**config.mk**
```make
export PLATFORM = sky130hd
export DESIGN_NAME = mscm_top
export DESIGN_NICKNAME = d
export VERILOG_FILES = /design/src/hdl/mscm_modulo.v /design/src/hdl/mscm_top.v
export VERILOG_INCLUDE_DIRS = /design/src /design/src/hdl
export SDC_FILE = /design/constraint.sdc
export NUM_CORES = 2
export LEC_CHECK = 0
export BUFFER_PORTS_ARGS = -buffer_cell sky130_fd_sc_hd__buf_2
export CORE_UTILIZATION = 36
export DETAILED_ROUTE_END_ITERATION = 12
export PLACE_DENSITY = 0.49
export SETUP_SLACK_MARGIN = 0.15
export SLEW_MARGIN = 40
export SYNTH_ARGS = -nofsm -noshare
export SYNTH_HDL_FRONTEND = slang
export SYNTH_SLANG_ARGS = --single-unit
```
**constraint.sdc**
```tcl
create_clock -name sys_clk -period 7.4 [get_ports sys_clk]
set_input_delay 0.74 -clock sys_clk [delete_from_list [all_inputs] [get_ports sys_clk]]
set_output_delay 0.74 -clock sys_clk [all_outputs]
set_load 0.02 [all_outputs]
```
**src/hdl/mscm_consts.vh**
```
// Purpose: shared constants for the motion step chaining monitor
// Assumes: included by bare name from the design files
// Notes: definitions only
`ifndef MSCM_CONSTS_VH
`define MSCM_CONSTS_VH
// ----------------------------------------
// jump field codes
// ----------------------------------------
`define MSCM_JMP_STOP 8'h00
`define MSCM_JMP_SEQ 8'hA0
`define MSCM_JMP_RET 8'hB0
`define MSCM_JMP_MIN 8'h01
`define MSCM_JMP_MAX 8'h44
`define MSCM_JMP_LSB 16
// ----------------------------------------
// interrupt policy values
// ----------------------------------------
`define MSCM_POL_IGNORE 2'h0
`define MSCM_POL_AFTER 2'h1
`define MSCM_POL_ABORT 2'h2
// ----------------------------------------
// Avalon register byte addresses (word aligned)
// ----------------------------------------
`define MSCM_A_CTRL 6'h00
`define MSCM_A_STROKE 6'h04
`define MSCM_A_SCALE 6'h08
`define MSCM_A_STAT 6'h0C
`define MSCM_A_IRQ 6'h10
`define MSCM_A_MASK 6'h14
`define MSCM_A_SPOS 6'h18
`define MSCM_A_CPOS 6'h1C
`define MSCM_A_SIDX 6'h20
`define MSCM_A_CIDX 6'h24
`define MSCM_A_CDP 6'h28
`define MSCM_A_FBP 6'h2C
`define MSCM_A_CMD 6'h30
// ----------------------------------------
// field positions and reset values
// ----------------------------------------
`define MSCM_C_MODE 0
`define MSCM_C_OVL 1
`define MSCM_C_POL 2
`define MSCM_I_DONE 0
`define MSCM_I_STOP 1
`define MSCM_I_CAP 2
`define MSCM_STROKE_RST 32'h00000000
`define MSCM_SCALE_RST 16'h0001
`define MSCM_SCALE_FIX 16'h0001
`define MSCM_DEAD 32'hDEADC0DE
`endif

```
**src/hdl/mscm_modulo.v**
```verilog
// Purpose: sequential remainder of a position by the index stroke
// Assumes: stroke zero means no indexing, remainder equals input
// Notes: one bit per cycle restoring division, result held until next start
`timescale 1ns/1ps
module mscm_modulo #(
	parameter W = 32 // operand width
) (
	input wire sys_clk, // system clock
	input wire sys_rst, // sync reset, active high
	input wire start, // pulse: begin a remainder
	input wire signed [W-1:0] value, // dividend, signed
	input wire [W-1:0] stroke, // divisor
	output reg [W-1:0] rem, // remainder result
	output reg done // pulse: result valid
);
	reg [W-1:0] dvd; // shifting dividend magnitude
	reg [W:0] acc; // partial remainder
	reg [5:0] cnt; // bit counter
	reg busy; // division running
	reg neg; // dividend was negative
	reg [W-1:0] sor; // latched divisor
	wire [W:0] trial = {acc[W-1:0], dvd[W-1]} - {1'b0, sor}; // trial subtract
	wire [W-1:0] mag = value[W-1] ? (~value + 1'b1) : value; // magnitude
	wire [W:0] shf = {acc[W-1:0], dvd[W-1]}; // shifted remainder
	// ----------------------------------------
	// division engine
	// ----------------------------------------
	always @(posedge sys_clk) begin
		done <= 1'b0;
		if (sys_rst) begin
			dvd <= {W{1'b0}};
			acc <= {(W+1){1'b0}};
			cnt <= 6'h00;
			busy <= 1'b0;
			neg <= 1'b0;
			sor <= {W{1'b0}};
			rem <= {W{1'b0}};
		end else if (start && !busy) begin
			if (stroke == {W{1'b0}}) begin
				rem <= value; // no indexing stroke
				done <= 1'b1;
			end else begin
				dvd <= mag;
				neg <= value[W-1];
				sor <= stroke;
				acc <= {(W+1){1'b0}};
				cnt <= W[5:0];
				busy <= 1'b1;
			end
		end else if (busy) begin
			dvd <= {dvd[W-2:0], 1'b0};
			acc <= trial[W] ? shf : trial; // restore on borrow
			cnt <= cnt - 6'h01;
			if (cnt == 6'h01) begin
				busy <= 1'b0;
				done <= 1'b1;
				// negative positions wrap into 0..stroke-1
				if (trial[W]) begin
					rem <= (neg && shf[W-1:0] != {W{1'b0}}) ? sor - shf[W-1:0] : shf[W-1:0];
				end else begin
					rem <= (neg && trial[W-1:0] != {W{1'b0}}) ? sor - trial[W-1:0] : trial[W-1:0];
				end
			end
		end
	end
endmodule // mscm_modulo

```
**src/hdl/mscm_top.v**
```verilog
// Purpose: stored-command sequencer and coordinate monitors
// Assumes: positions from drive logic on sys_clk, Avalon-MM slave
// Notes: servo_on, trigger_req and cmd_decel are pins, three-flop synchronised
// What this block does
// RL1: stop code ends sequence, busy drops
// RL2: sequential code starts next higher command
// RL3: return code resumes previously interrupted command
// RL4: codes 1..68 start that command number
// RL5: monitor pulse scale applies only in mode
// RL6: servo-on edge captures start position
// RL7: current position monitor follows position every cycle in mode
// RL8: start index is start position modulo stroke
// RL9: current index is position modulo stroke
// RL10: commanded count is current minus start
// RL11: feedback count is capture plus displacement
// RL12: overlap starts next command at deceleration
// RL13: interrupt policy ignores, defers or aborts triggers
// RL14: undefined jump codes behave as stop
`timescale 1ns/1ps
`include "mscm_consts.vh"
module mscm_top #(
	parameter W = 32 // position width
) (
	input wire sys_clk, // 25 MHz clock
	input wire sys_rst, // sync reset, active high
	input wire [5:0] avs_address, // byte address
	input wire avs_read, // read strobe
	input wire avs_write, // write strobe
	input wire [31:0] avs_writedata, // write data
	input wire [3:0] avs_byteenable, // byte lanes
	output reg [31:0] avs_readdata, // read data
	output reg avs_waitrequest, // wait while not answered
	input wire signed [W-1:0] abs_position, // command position, user units
	input wire signed [W-1:0] encoder_position, // feedback position at servo-on
	input wire servo_on, // pin: servo enabled
	input wire trigger_req, // pin: level, trigger request
	input wire [6:0] trigger_cmd, // requested command number
	input wire cmd_done, // pulse: running command complete
	input wire cmd_decel, // pin: running command decelerating
	input wire [31:0] cmd_word, // mode word of the running command
	output reg [6:0] cmd_number, // command to execute
	output reg cmd_start, // pulse: start cmd_number
	output reg cmd_abort, // pulse: abort running command
	output reg sequence_busy_output, // sequence running
	output reg sequence_delay_output, // delay time running
	output reg [15:0] monitor_pulse_scale_out, // scale in use
	output reg irq // level interrupt
);
	// ----------------------------------------
	// registers
	// ----------------------------------------
	reg mode_en; // stored-command mode
	reg overlap_en; // overlap connection
	reg [1:0] interrupt_policy_setting; // trigger policy
	reg [W-1:0] total_index_stroke; // index stroke
	reg [15:0] monitor_pulse_scale; // scale parameter
	reg [2:0] irq_stat; // sticky events
	reg [2:0] irq_mask; // enables
	reg signed [W-1:0] start_position_monitor; // start position
	reg signed [W-1:0] current_position_monitor; // current position
	reg [W-1:0] start_index_monitor; // start index
	reg [W-1:0] current_index_monitor; // current index
	reg signed [W-1:0] commanded_pulse_count; // displacement
	reg signed [W-1:0] feedback_pulse_count; // feedback count
	reg signed [W-1:0] fb_capture; // encoder at servo-on
	reg [6:0] prev_cmd; // command to return to
	reg [6:0] pend_cmd; // deferred trigger command
	reg pend_valid; // deferred trigger present
	reg ovl_taken; // deceleration of this command already used for a chain
	reg ovl_run; // running command was chained at deceleration
	reg u_busy; // modulo in flight
	reg [2:0] son_s, trg_s, dec_s; // pin synchronisers
	reg son_q, trg_q; // previous agreed levels
	reg sidx_phase; // modulo busy on start index
	reg mod_start; // pulse to modulo unit
	reg signed [W-1:0] mod_value; // modulo operand
	reg cap_pend; // start index pending
	wire [W-1:0] mod_rem; // modulo result
	wire mod_done; // modulo result valid
	wire [7:0] jump = cmd_word[`MSCM_JMP_LSB+7:`MSCM_JMP_LSB]; // jump field
	wire son_rise = son_s[2] & son_s[1] & ~son_q; // servo-on edge
	wire trg_rise = trg_s[2] & trg_s[1] & ~trg_q; // trigger edge
	wire decel = dec_s[2] & dec_s[1]; // agreed decel level
	// something follows this command: a deferred trigger or a chaining code
	wire jump_chains = pend_valid || jump == `MSCM_JMP_SEQ || jump == `MSCM_JMP_RET ||
		(jump >= `MSCM_JMP_MIN && jump <= `MSCM_JMP_MAX);
	wire [31:0] be_mask = {{8{avs_byteenable[3]}}, {8{avs_byteenable[2]}},
		{8{avs_byteenable[1]}}, {8{avs_byteenable[0]}}}; // lane mask
	wire [31:0] wdat = avs_writedata & be_mask; // masked data
	// a write lands at the edge where the master sees waitrequest low
	wire wr = avs_write & ~avs_waitrequest; // write lands this cycle
	wire rd = avs_read & avs_waitrequest; // read taken this cycle
	reg [2:0] ev; // events, one cycle late into the status
	// ----------------------------------------
	// shared modulo unit for index monitors
	// ----------------------------------------
	mscm_modulo #(.W(W)) u_mod (
		.sys_clk(sys_clk),
		.sys_rst(sys_rst),
		.start(mod_start),
		.value(mod_value),
		.stroke(total_index_stroke),
		.rem(mod_rem),
		.done(mod_done)
	);
	// ----------------------------------------
	// pin synchronisers
	// ----------------------------------------
	always @(posedge sys_clk) begin
		if (sys_rst) begin
			son_s <= 3'h0;
			trg_s <= 3'h0;
			dec_s <= 3'h0;
			son_q <= 1'b0;
			trg_q <= 1'b0;
		end else begin
			son_s <= {son_s[1:0], servo_on};
			trg_s <= {trg_s[1:0], trigger_req};
			dec_s <= {dec_s[1:0], cmd_decel};
			if (son_s[2] == son_s[1]) son_q <= son_s[2]; // agreed level
			if (trg_s[2] == trg_s[1]) trg_q <= trg_s[2];
		end
	end
	// ----------------------------------------
	// sequencer: completion, jump and triggers
	// ----------------------------------------
	always @(posedge sys_clk) begin
		cmd_start <= 1'b0;
		cmd_abort <= 1'b0;
		ev <= 3'h0;
		if (sys_rst) begin
			cmd_number <= 7'h00;
			sequence_busy_output <= 1'b0;
			sequence_delay_output <= 1'b0;
			prev_cmd <= 7'h00;
			pend_cmd <= 7'h00;
			pend_valid <= 1'b0;
			ovl_taken <= 1'b0;
			ovl_run <= 1'b0;
		end else if (!mode_en) begin
			sequence_busy_output <= 1'b0;
			pend_valid <= 1'b0;
		end else if (trg_rise && !sequence_busy_output) begin
			cmd_number <= trigger_cmd; // idle: start at once
			cmd_start <= 1'b1;
			sequence_busy_output <= 1'b1;
			sequence_delay_output <= 1'b0;
			ovl_taken <= 1'b0;
			ovl_run <= 1'b0;
		end else begin
			// one deceleration chains once; rearm when its level has gone
			if (!decel) ovl_taken <= 1'b0;
			if (trg_rise && interrupt_policy_setting == `MSCM_POL_ABORT) begin
				prev_cmd <= cmd_number; // remember interrupted [RL3]
				cmd_number <= trigger_cmd;
				cmd_abort <= 1'b1; // abort and connect [RL13]
				cmd_start <= 1'b1;
				sequence_delay_output <= 1'b0;
				ovl_taken <= 1'b0;
				ovl_run <= 1'b0;
			end else begin
				if (trg_rise && interrupt_policy_setting == `MSCM_POL_AFTER) begin
					pend_cmd <= trigger_cmd; // deferred [RL13]
					pend_valid <= 1'b1;
				end
				// policy 0 ignores triggers while busy, completion still runs [RL13]
				// a done while ovl_taken belongs to the command left at deceleration
				if (sequence_busy_output && !ovl_taken && (cmd_done ||
					(overlap_en && decel && jump_chains))) begin
					// next command, on completion or at deceleration [RL12]
					ev[`MSCM_I_DONE] <= 1'b1;
					ovl_taken <= !cmd_done;
					ovl_run <= !cmd_done;
					// delay follows only the completion of an overlapped command [RL12]
					sequence_delay_output <= cmd_done && ovl_run;
					if (pend_valid) begin
						cmd_number <= pend_cmd; // overrides jump field [RL13]
						cmd_start <= 1'b1;
						pend_valid <= 1'b0;
					end else if (jump == `MSCM_JMP_SEQ) begin
						cmd_number <= cmd_number + 7'h01; // [RL2]
						cmd_start <= 1'b1;
					end else if (jump == `MSCM_JMP_RET) begin
						cmd_number <= prev_cmd; // [RL3]
						cmd_start <= 1'b1;
					end else if (jump >= `MSCM_JMP_MIN && jump <= `MSCM_JMP_MAX) begin
						cmd_number <= jump[6:0]; // [RL4]
						cmd_start <= 1'b1;
					end else begin
						// stop code and undefined codes [RL1] [RL14]
						sequence_busy_output <= 1'b0;
						ev[`MSCM_I_STOP] <= 1'b1;
					end
				end
			end
		end
		if (son_rise && mode_en) ev[`MSCM_I_CAP] <= 1'b1;
	end
	// ----------------------------------------
	// coordinate monitors
	// ----------------------------------------
	always @(posedge sys_clk) begin
		mod_start <= 1'b0;
		if (sys_rst) begin
			start_position_monitor <= {W{1'b0}};
			current_position_monitor <= {W{1'b0}};
			start_index_monitor <= {W{1'b0}};
			current_index_monitor <= {W{1'b0}};
			commanded_pulse_count <= {W{1'b0}};
			feedback_pulse_count <= {W{1'b0}};
			fb_capture <= {W{1'b0}};
			mod_value <= {W{1'b0}};
			sidx_phase <= 1'b0;
			cap_pend <= 1'b0;
		end else if (mode_en) begin
			current_position_monitor <= abs_position; // [RL7]
			commanded_pulse_count <= current_position_monitor - start_position_monitor; // [RL10]
			feedback_pulse_count <= fb_capture + commanded_pulse_count; // [RL11]
			if (son_rise) begin
				start_position_monitor <= abs_position; // [RL6]
				fb_capture <= encoder_position;
				cap_pend <= 1'b1;
			end
			if (mod_done) begin
				if (sidx_phase) start_index_monitor <= mod_rem; // [RL8]
				else current_index_monitor <= mod_rem; // [RL9]
			end
			// unit idle: next pass, a pending start index goes first
			if (!mod_start && !u_busy) begin
				mod_start <= 1'b1;
				sidx_phase <= cap_pend;
				if (cap_pend) begin
					mod_value <= start_position_monitor; // start index pass
					cap_pend <= son_rise;
				end else begin
					mod_value <= current_position_monitor; // current index pass
				end
			end
		end
	end
	// modulo unit idle tracker
	always @(posedge sys_clk) begin
		if (sys_rst) u_busy <= 1'b0;
		else if (mod_start) u_busy <= 1'b1;
		else if (mod_done) u_busy <= 1'b0;
	end
	// ----------------------------------------
	// scale, interrupt output
	// ----------------------------------------
	always @(posedge sys_clk) begin
		if (sys_rst) begin
			monitor_pulse_scale_out <= `MSCM_SCALE_FIX;
			irq <= 1'b0;
		end else begin
			monitor_pulse_scale_out <= mode_en ? monitor_pulse_scale : `MSCM_SCALE_FIX; // [RL5]
			irq <= |(irq_stat & irq_mask);
		end
	end
	// ----------------------------------------
	// Avalon slave: one wait cycle then answer
	// ----------------------------------------
	always @(posedge sys_clk) begin
		if (sys_rst) begin
			avs_waitrequest <= 1'b1;
			avs_readdata <= 32'h00000000;
			mode_en <= 1'b0;
			overlap_en <= 1'b0;
			interrupt_policy_setting <= `MSCM_POL_IGNORE;
			total_index_stroke <= `MSCM_STROKE_RST;
			monitor_pulse_scale <= `MSCM_SCALE_RST;
			irq_stat <= 3'h0;
			irq_mask <= 3'h0;
		end else begin
			avs_waitrequest <= ~((avs_read | avs_write) & avs_waitrequest);
			// set wins over write-one clear
			irq_stat <= (irq_stat & ~((wr && avs_address == `MSCM_A_IRQ) ?
				wdat[2:0] : 3'h0)) | ev;
			if (wr) begin
				case (avs_address)
					`MSCM_A_CTRL: begin
						mode_en <= wdat[`MSCM_C_MODE];
						overlap_en <= wdat[`MSCM_C_OVL];
						interrupt_policy_setting <= wdat[`MSCM_C_POL+1:`MSCM_C_POL];
					end
					`MSCM_A_STROKE: total_index_stroke <= wdat[W-1:0];
					`MSCM_A_SCALE: monitor_pulse_scale <= wdat[15:0];
					`MSCM_A_MASK: irq_mask <= wdat[2:0];
					default: ;
				endcase
			end
			if (rd) begin
				case (avs_address)
					`MSCM_A_CTRL: avs_readdata <= {28'h0000000, interrupt_policy_setting,
						overlap_en, mode_en};
					`MSCM_A_STROKE: avs_readdata <= total_index_stroke;
					`MSCM_A_SCALE: avs_readdata <= {16'h0000, monitor_pulse_scale};
					`MSCM_A_STAT: avs_readdata <= {29'h00000000, pend_valid,
						sequence_delay_output, sequence_busy_output};
					`MSCM_A_IRQ: avs_readdata <= {29'h00000000, irq_stat};
					`MSCM_A_MASK: avs_readdata <= {29'h00000000, irq_mask};
					`MSCM_A_SPOS: avs_readdata <= start_position_monitor;
					`MSCM_A_CPOS: avs_readdata <= current_position_monitor;
					`MSCM_A_SIDX: avs_readdata <= start_index_monitor;
					`MSCM_A_CIDX: avs_readdata <= current_index_monitor;
					`MSCM_A_CDP: avs_readdata <= commanded_pulse_count;
					`MSCM_A_FBP: avs_readdata <= feedback_pulse_count;
					`MSCM_A_CMD: avs_readdata <= {25'h0000000, cmd_number};
					default: avs_readdata <= `MSCM_DEAD; // unmapped
				endcase
			end
		end
	end
endmodule // mscm_top

```
==> insert_results.sql <==
INSERT INTO impl_metrics (metric_group, metric, value, unit) VALUES
('timing', 'final-max-slew-violation-count', '0', ''),
('routing', 'drt_iter0_markers', '2396', ''),
('logic_synthesis', 'synth.avg_cell_area', '7.723', 'um^2'),
('timing', 'timing.final.setup_violations', '0', ''),
('timing', 'tns', '0', 'ps'),
('clocking', 'cts.repair.resized', '0', ''),
('logic_synthesis', 'fraction_of_the_mapped_netlist_area_in_compound_gates', '24.46', '%'),
('worst_setup_path', 'critPathMaxStageDelay', '470', 'ps'),
('clocking', 'cts.clk_slew.worst_paths', '60', 'ps'),
('logic_synthesis', 'synth_simple_gate_area_share', '19.51', '%'),
('placed_design', 'dpl.hpwl', '80070', 'um'),
('routing', 'post_dr_vias_cell', '5.526', ''),
('routing', 'drc_errors', '0', ''),
('clocking', 'worstSkewPairLatency', '610', 'ps'),
('global_routing', 'globalRouteOverflowTotal', '0', ''),
('logic_synthesis', 'synth.top_cell.area_share', '34.96', '%'),
('logic_synthesis', 'yosysSeqAreaShare', '34.96', '%'),
('timing', 'grt_setup_unrepaired', 'false', ''),
('logic_synthesis', 'synthDistinctLibCells', '94', ''),
('routing', 'via_count', '29281', ''),
('placed_design', 'gp_congestion', '0.8993', ''),
('logic_synthesis', 'synth_top_cells_by_area', 'dfxtp_1, a21oi_1, nand2_1', ''),
('clocking', 'htree_levels', '3', ''),
('timing', 'layout_worst_path_cycle_share', '82.97', '%'),
('floorplanning', 'core.rowCount', '107', ''),
('worst_setup_path', 'worstPathMaxFanout', '5', ''),
('logic_synthesis', 'yosys_register_bits', '547', ''),
('worst_setup_path', 'type_of_element_launching_the_critical_path', 'flop', ''),
('routing', 'detailedRoute.firstPassIterationCount', '6', ''),
('power_and_ir_drop', 'leakage', '12.95', 'nW'),
('global_routing', 'grt_first_pass_wirelength', '170200', 'um'),
('floorplanning', 'ios', '214', ''),
('final_layout', 'final_layout_size_suffix_gt1_share', '10.01', '%'),
('placed_design', 'port-buffer-count', '189', ''),
('logic_synthesis', 'fraction_of_synthesized_cell_area_in_xor_and_xnor_cells', '5.268', '%'),
('logic_synthesis', 'cell_taking_the_most_area_after_synthesis', 'dfxtp_1', ''),
('logic_synthesis', 'synthesis.area', '31330', 'um^2'),
('logic_synthesis', 'synth.cells.most_frequent', 'nand2_1, dfxtp_1, a21oi_1', ''),
('final_layout', 'nets', '4404', ''),
('floorplanning', 'total_die_area', '88200', 'um^2'),
('floorplanning', 'die_w', '297.0', 'um'),
('logic_synthesis', 'edff_count_synth', '0', ''),
('floorplanning', 'initial_utilization', '36.56', '%'),
('global_routing', 'grt_max_degree', '92', ''),
('status', 'status', 'complete, no violations', ''),
('logic_synthesis', 'largest_family_of_logic_cells_by_synthesized_area', 'compound AO/OA/AOI/OAI gates', ''),
('timing', 'worst-slew-pin-transition', '865.6', 'ps'),
('worst_setup_path', 'critical_path_class', 'flop to flop', ''),
('logic_synthesis', 'ys_async_sr_fraction', '0', '%'),
('clocking', 'clockBufferDepth', '3', ''),
('clocking', 'count_of_buffers_added_by_post_cts_timing_repair_for_setup', '0', ''),
('clocking', 'clkSinkCount', '547', ''),
('logic_synthesis', 'synth-adder-area-share', '6.227', '%'),
('clocking', 'tritoncts_clock_tree', 'built', ''),
('clocking', 'cts_hold_buffers', '0', ''),
('clocking', 'cts_made_buffers', '68', ''),
('power_and_ir_drop', 'power_density', '183.6', 'nW/um^2'),
('job', 'max_cap_violations', '0', ''),
('global_routing', 'grt_use_total', '24.49', '%'),
('power_and_ir_drop', 'ir_drop', '149.2', 'uV'),
('worst_setup_path', 'category_of_the_worst_setup_path_capture_point', 'flop', ''),
('logic_synthesis', 'syn_nets', '4356', ''),
('final_layout', 'antennaDiodeCount', '0', ''),
('global_routing', 'first_global_vias', '27608', ''),
('clocking', 'clock_tree.root_cell', 'clkbuf_16', ''),
('logic_synthesis', 'dominantRegCellSynth', 'dfxtp_1', ''),
('timing', 'finClkSkew', '27.28', 'ps'),
('worst_setup_path', 'reg2reg_slack', '1260', 'ps'),
('worst_setup_path', 'cp_cell_sequence', 'inv_1 -> ha_1 -> inv_1 -> fa_1 -> a21o_1 -> a311o_1 -> o21ai_0 -> o21bai_1 -> a21oi_1 -> xor2_1 -> ha_1 -> a31oi_1 -> maj3_1 -> a221oi_1 -> o21ai_0 -> nand4_1 -> a21oi_1 -> o31ai_2 -> nand2_1 -> o211ai_2 -> a41oi_1 -> xnor2_1 -> or3_1 -> a32oi_1', ''),
('timing', 'worst_slew_margin_rel', '42.15', '%'),
('global_routing', 'initial_antenna_violation_count', '3', '');
placed cells by master, fill, tap and decap left out, types with 27 or more instances in the layout:
master	instances
nand2_1	570
dfxtp_1	544
a21oi_1	491
nor2_1	427
buf_2	189
inv_1	165
o21ai_0	162
ha_1	142
mux2i_1	130
xnor2_1	107
a211oi_1	99
nand3_1	92
clkbuf_16	69
xor2_1	67
a21o_1	61
a22oi_1	61
nor3_1	56
buf_4	45
o211ai_1	44
and3_1	40
a221oi_1	39
a31oi_1	37
nor4_1	30
nor2b_1	30
nand2b_1	27
a22o_1	27
final timing paths:
check | startpoint | to | cells past startpoint
setup / recovery | u_mod.dvd[31] | u_mod.rem[31] | 24
hold / removal | trigger_req | trg_s[0] | 2
setup reg to reg | u_mod.dvd[31] | u_mod.rem[31] | 24
hold reg to reg | ev[0] | irq_stat[0] | 2
cell type report:
type / count / area, um^2
fill: 9061 / 50240
tap: 1144 / 1431
sequential: 547 / 10960
multi-input combinational: 3076 / 18820
inverter: 170 / 643.1
clock inverter: 19 / 212.7
clock buffer: 102 / 1991
timing repair buffer: 241 / 1383
layer usage:
layer  share of wire, %  vias up  GRT usage, %  wire length, um
li1                   -    14468             -                -
met4                2.1        2         5.830             2312
met3                5.3      132         3.053             5927
met2                 44      818         38.23            49110
met5              0.012        -             0               13
met1                 48    13861         35.56            54000
critical path, delay by kind of cell (launching register included):
kind | cells | cell delay [ps]
compound gates | 13 | 2930
xor+xnor | 2 | 630
fa+ha+maj | 4 | 1300
buf+inv | 2 | 160
flops | 1 | 350
simple gates | 3 | 670
logic make-up (layout without fill, tap and decap cells):
group           count (synthesis)  in the layout
flops                         547            547
fa+ha+maj                     154            154
compound gates               1208           1208
mux                           132            132
simple gates                 1400           1400
xor+xnor                      182            182
buf+inv                       433            532
power by group:
| group | switching (mW) | internal (mW) | total (mW) |
|---|---|---|---|
| logic | 0.142 | 0.0556 | 0.198 |
| clock network | 1.37 | 1.97 | 3.34 |
| registers | 0.0113 | 2.96 | 2.97 |
stage by stage:
| stage | utilization, % | instances | total power, mW | setup WS, ps | cell area (um^2) |
|---|---|---|---|---|---|
| detailed placement | 38.78 | 5178 | 3.231 | 1251 | 33230 |
| floorplan | - | 4056 | 3.126 | 2168 | 31330 |
| global placement | 38.73 | 5175 | 3.230 | 1254 | 33180 |
| global route | 41.36 | 5299 | 6.733 | 625.9 | 35440 |
| finish | 41.36 | 5299 | 6.507 | 1260 | 35440 |
| CTS | 41.36 | 5299 | 6.582 | 1217 | 35430 |
Power figures use the tool's default switching activity.
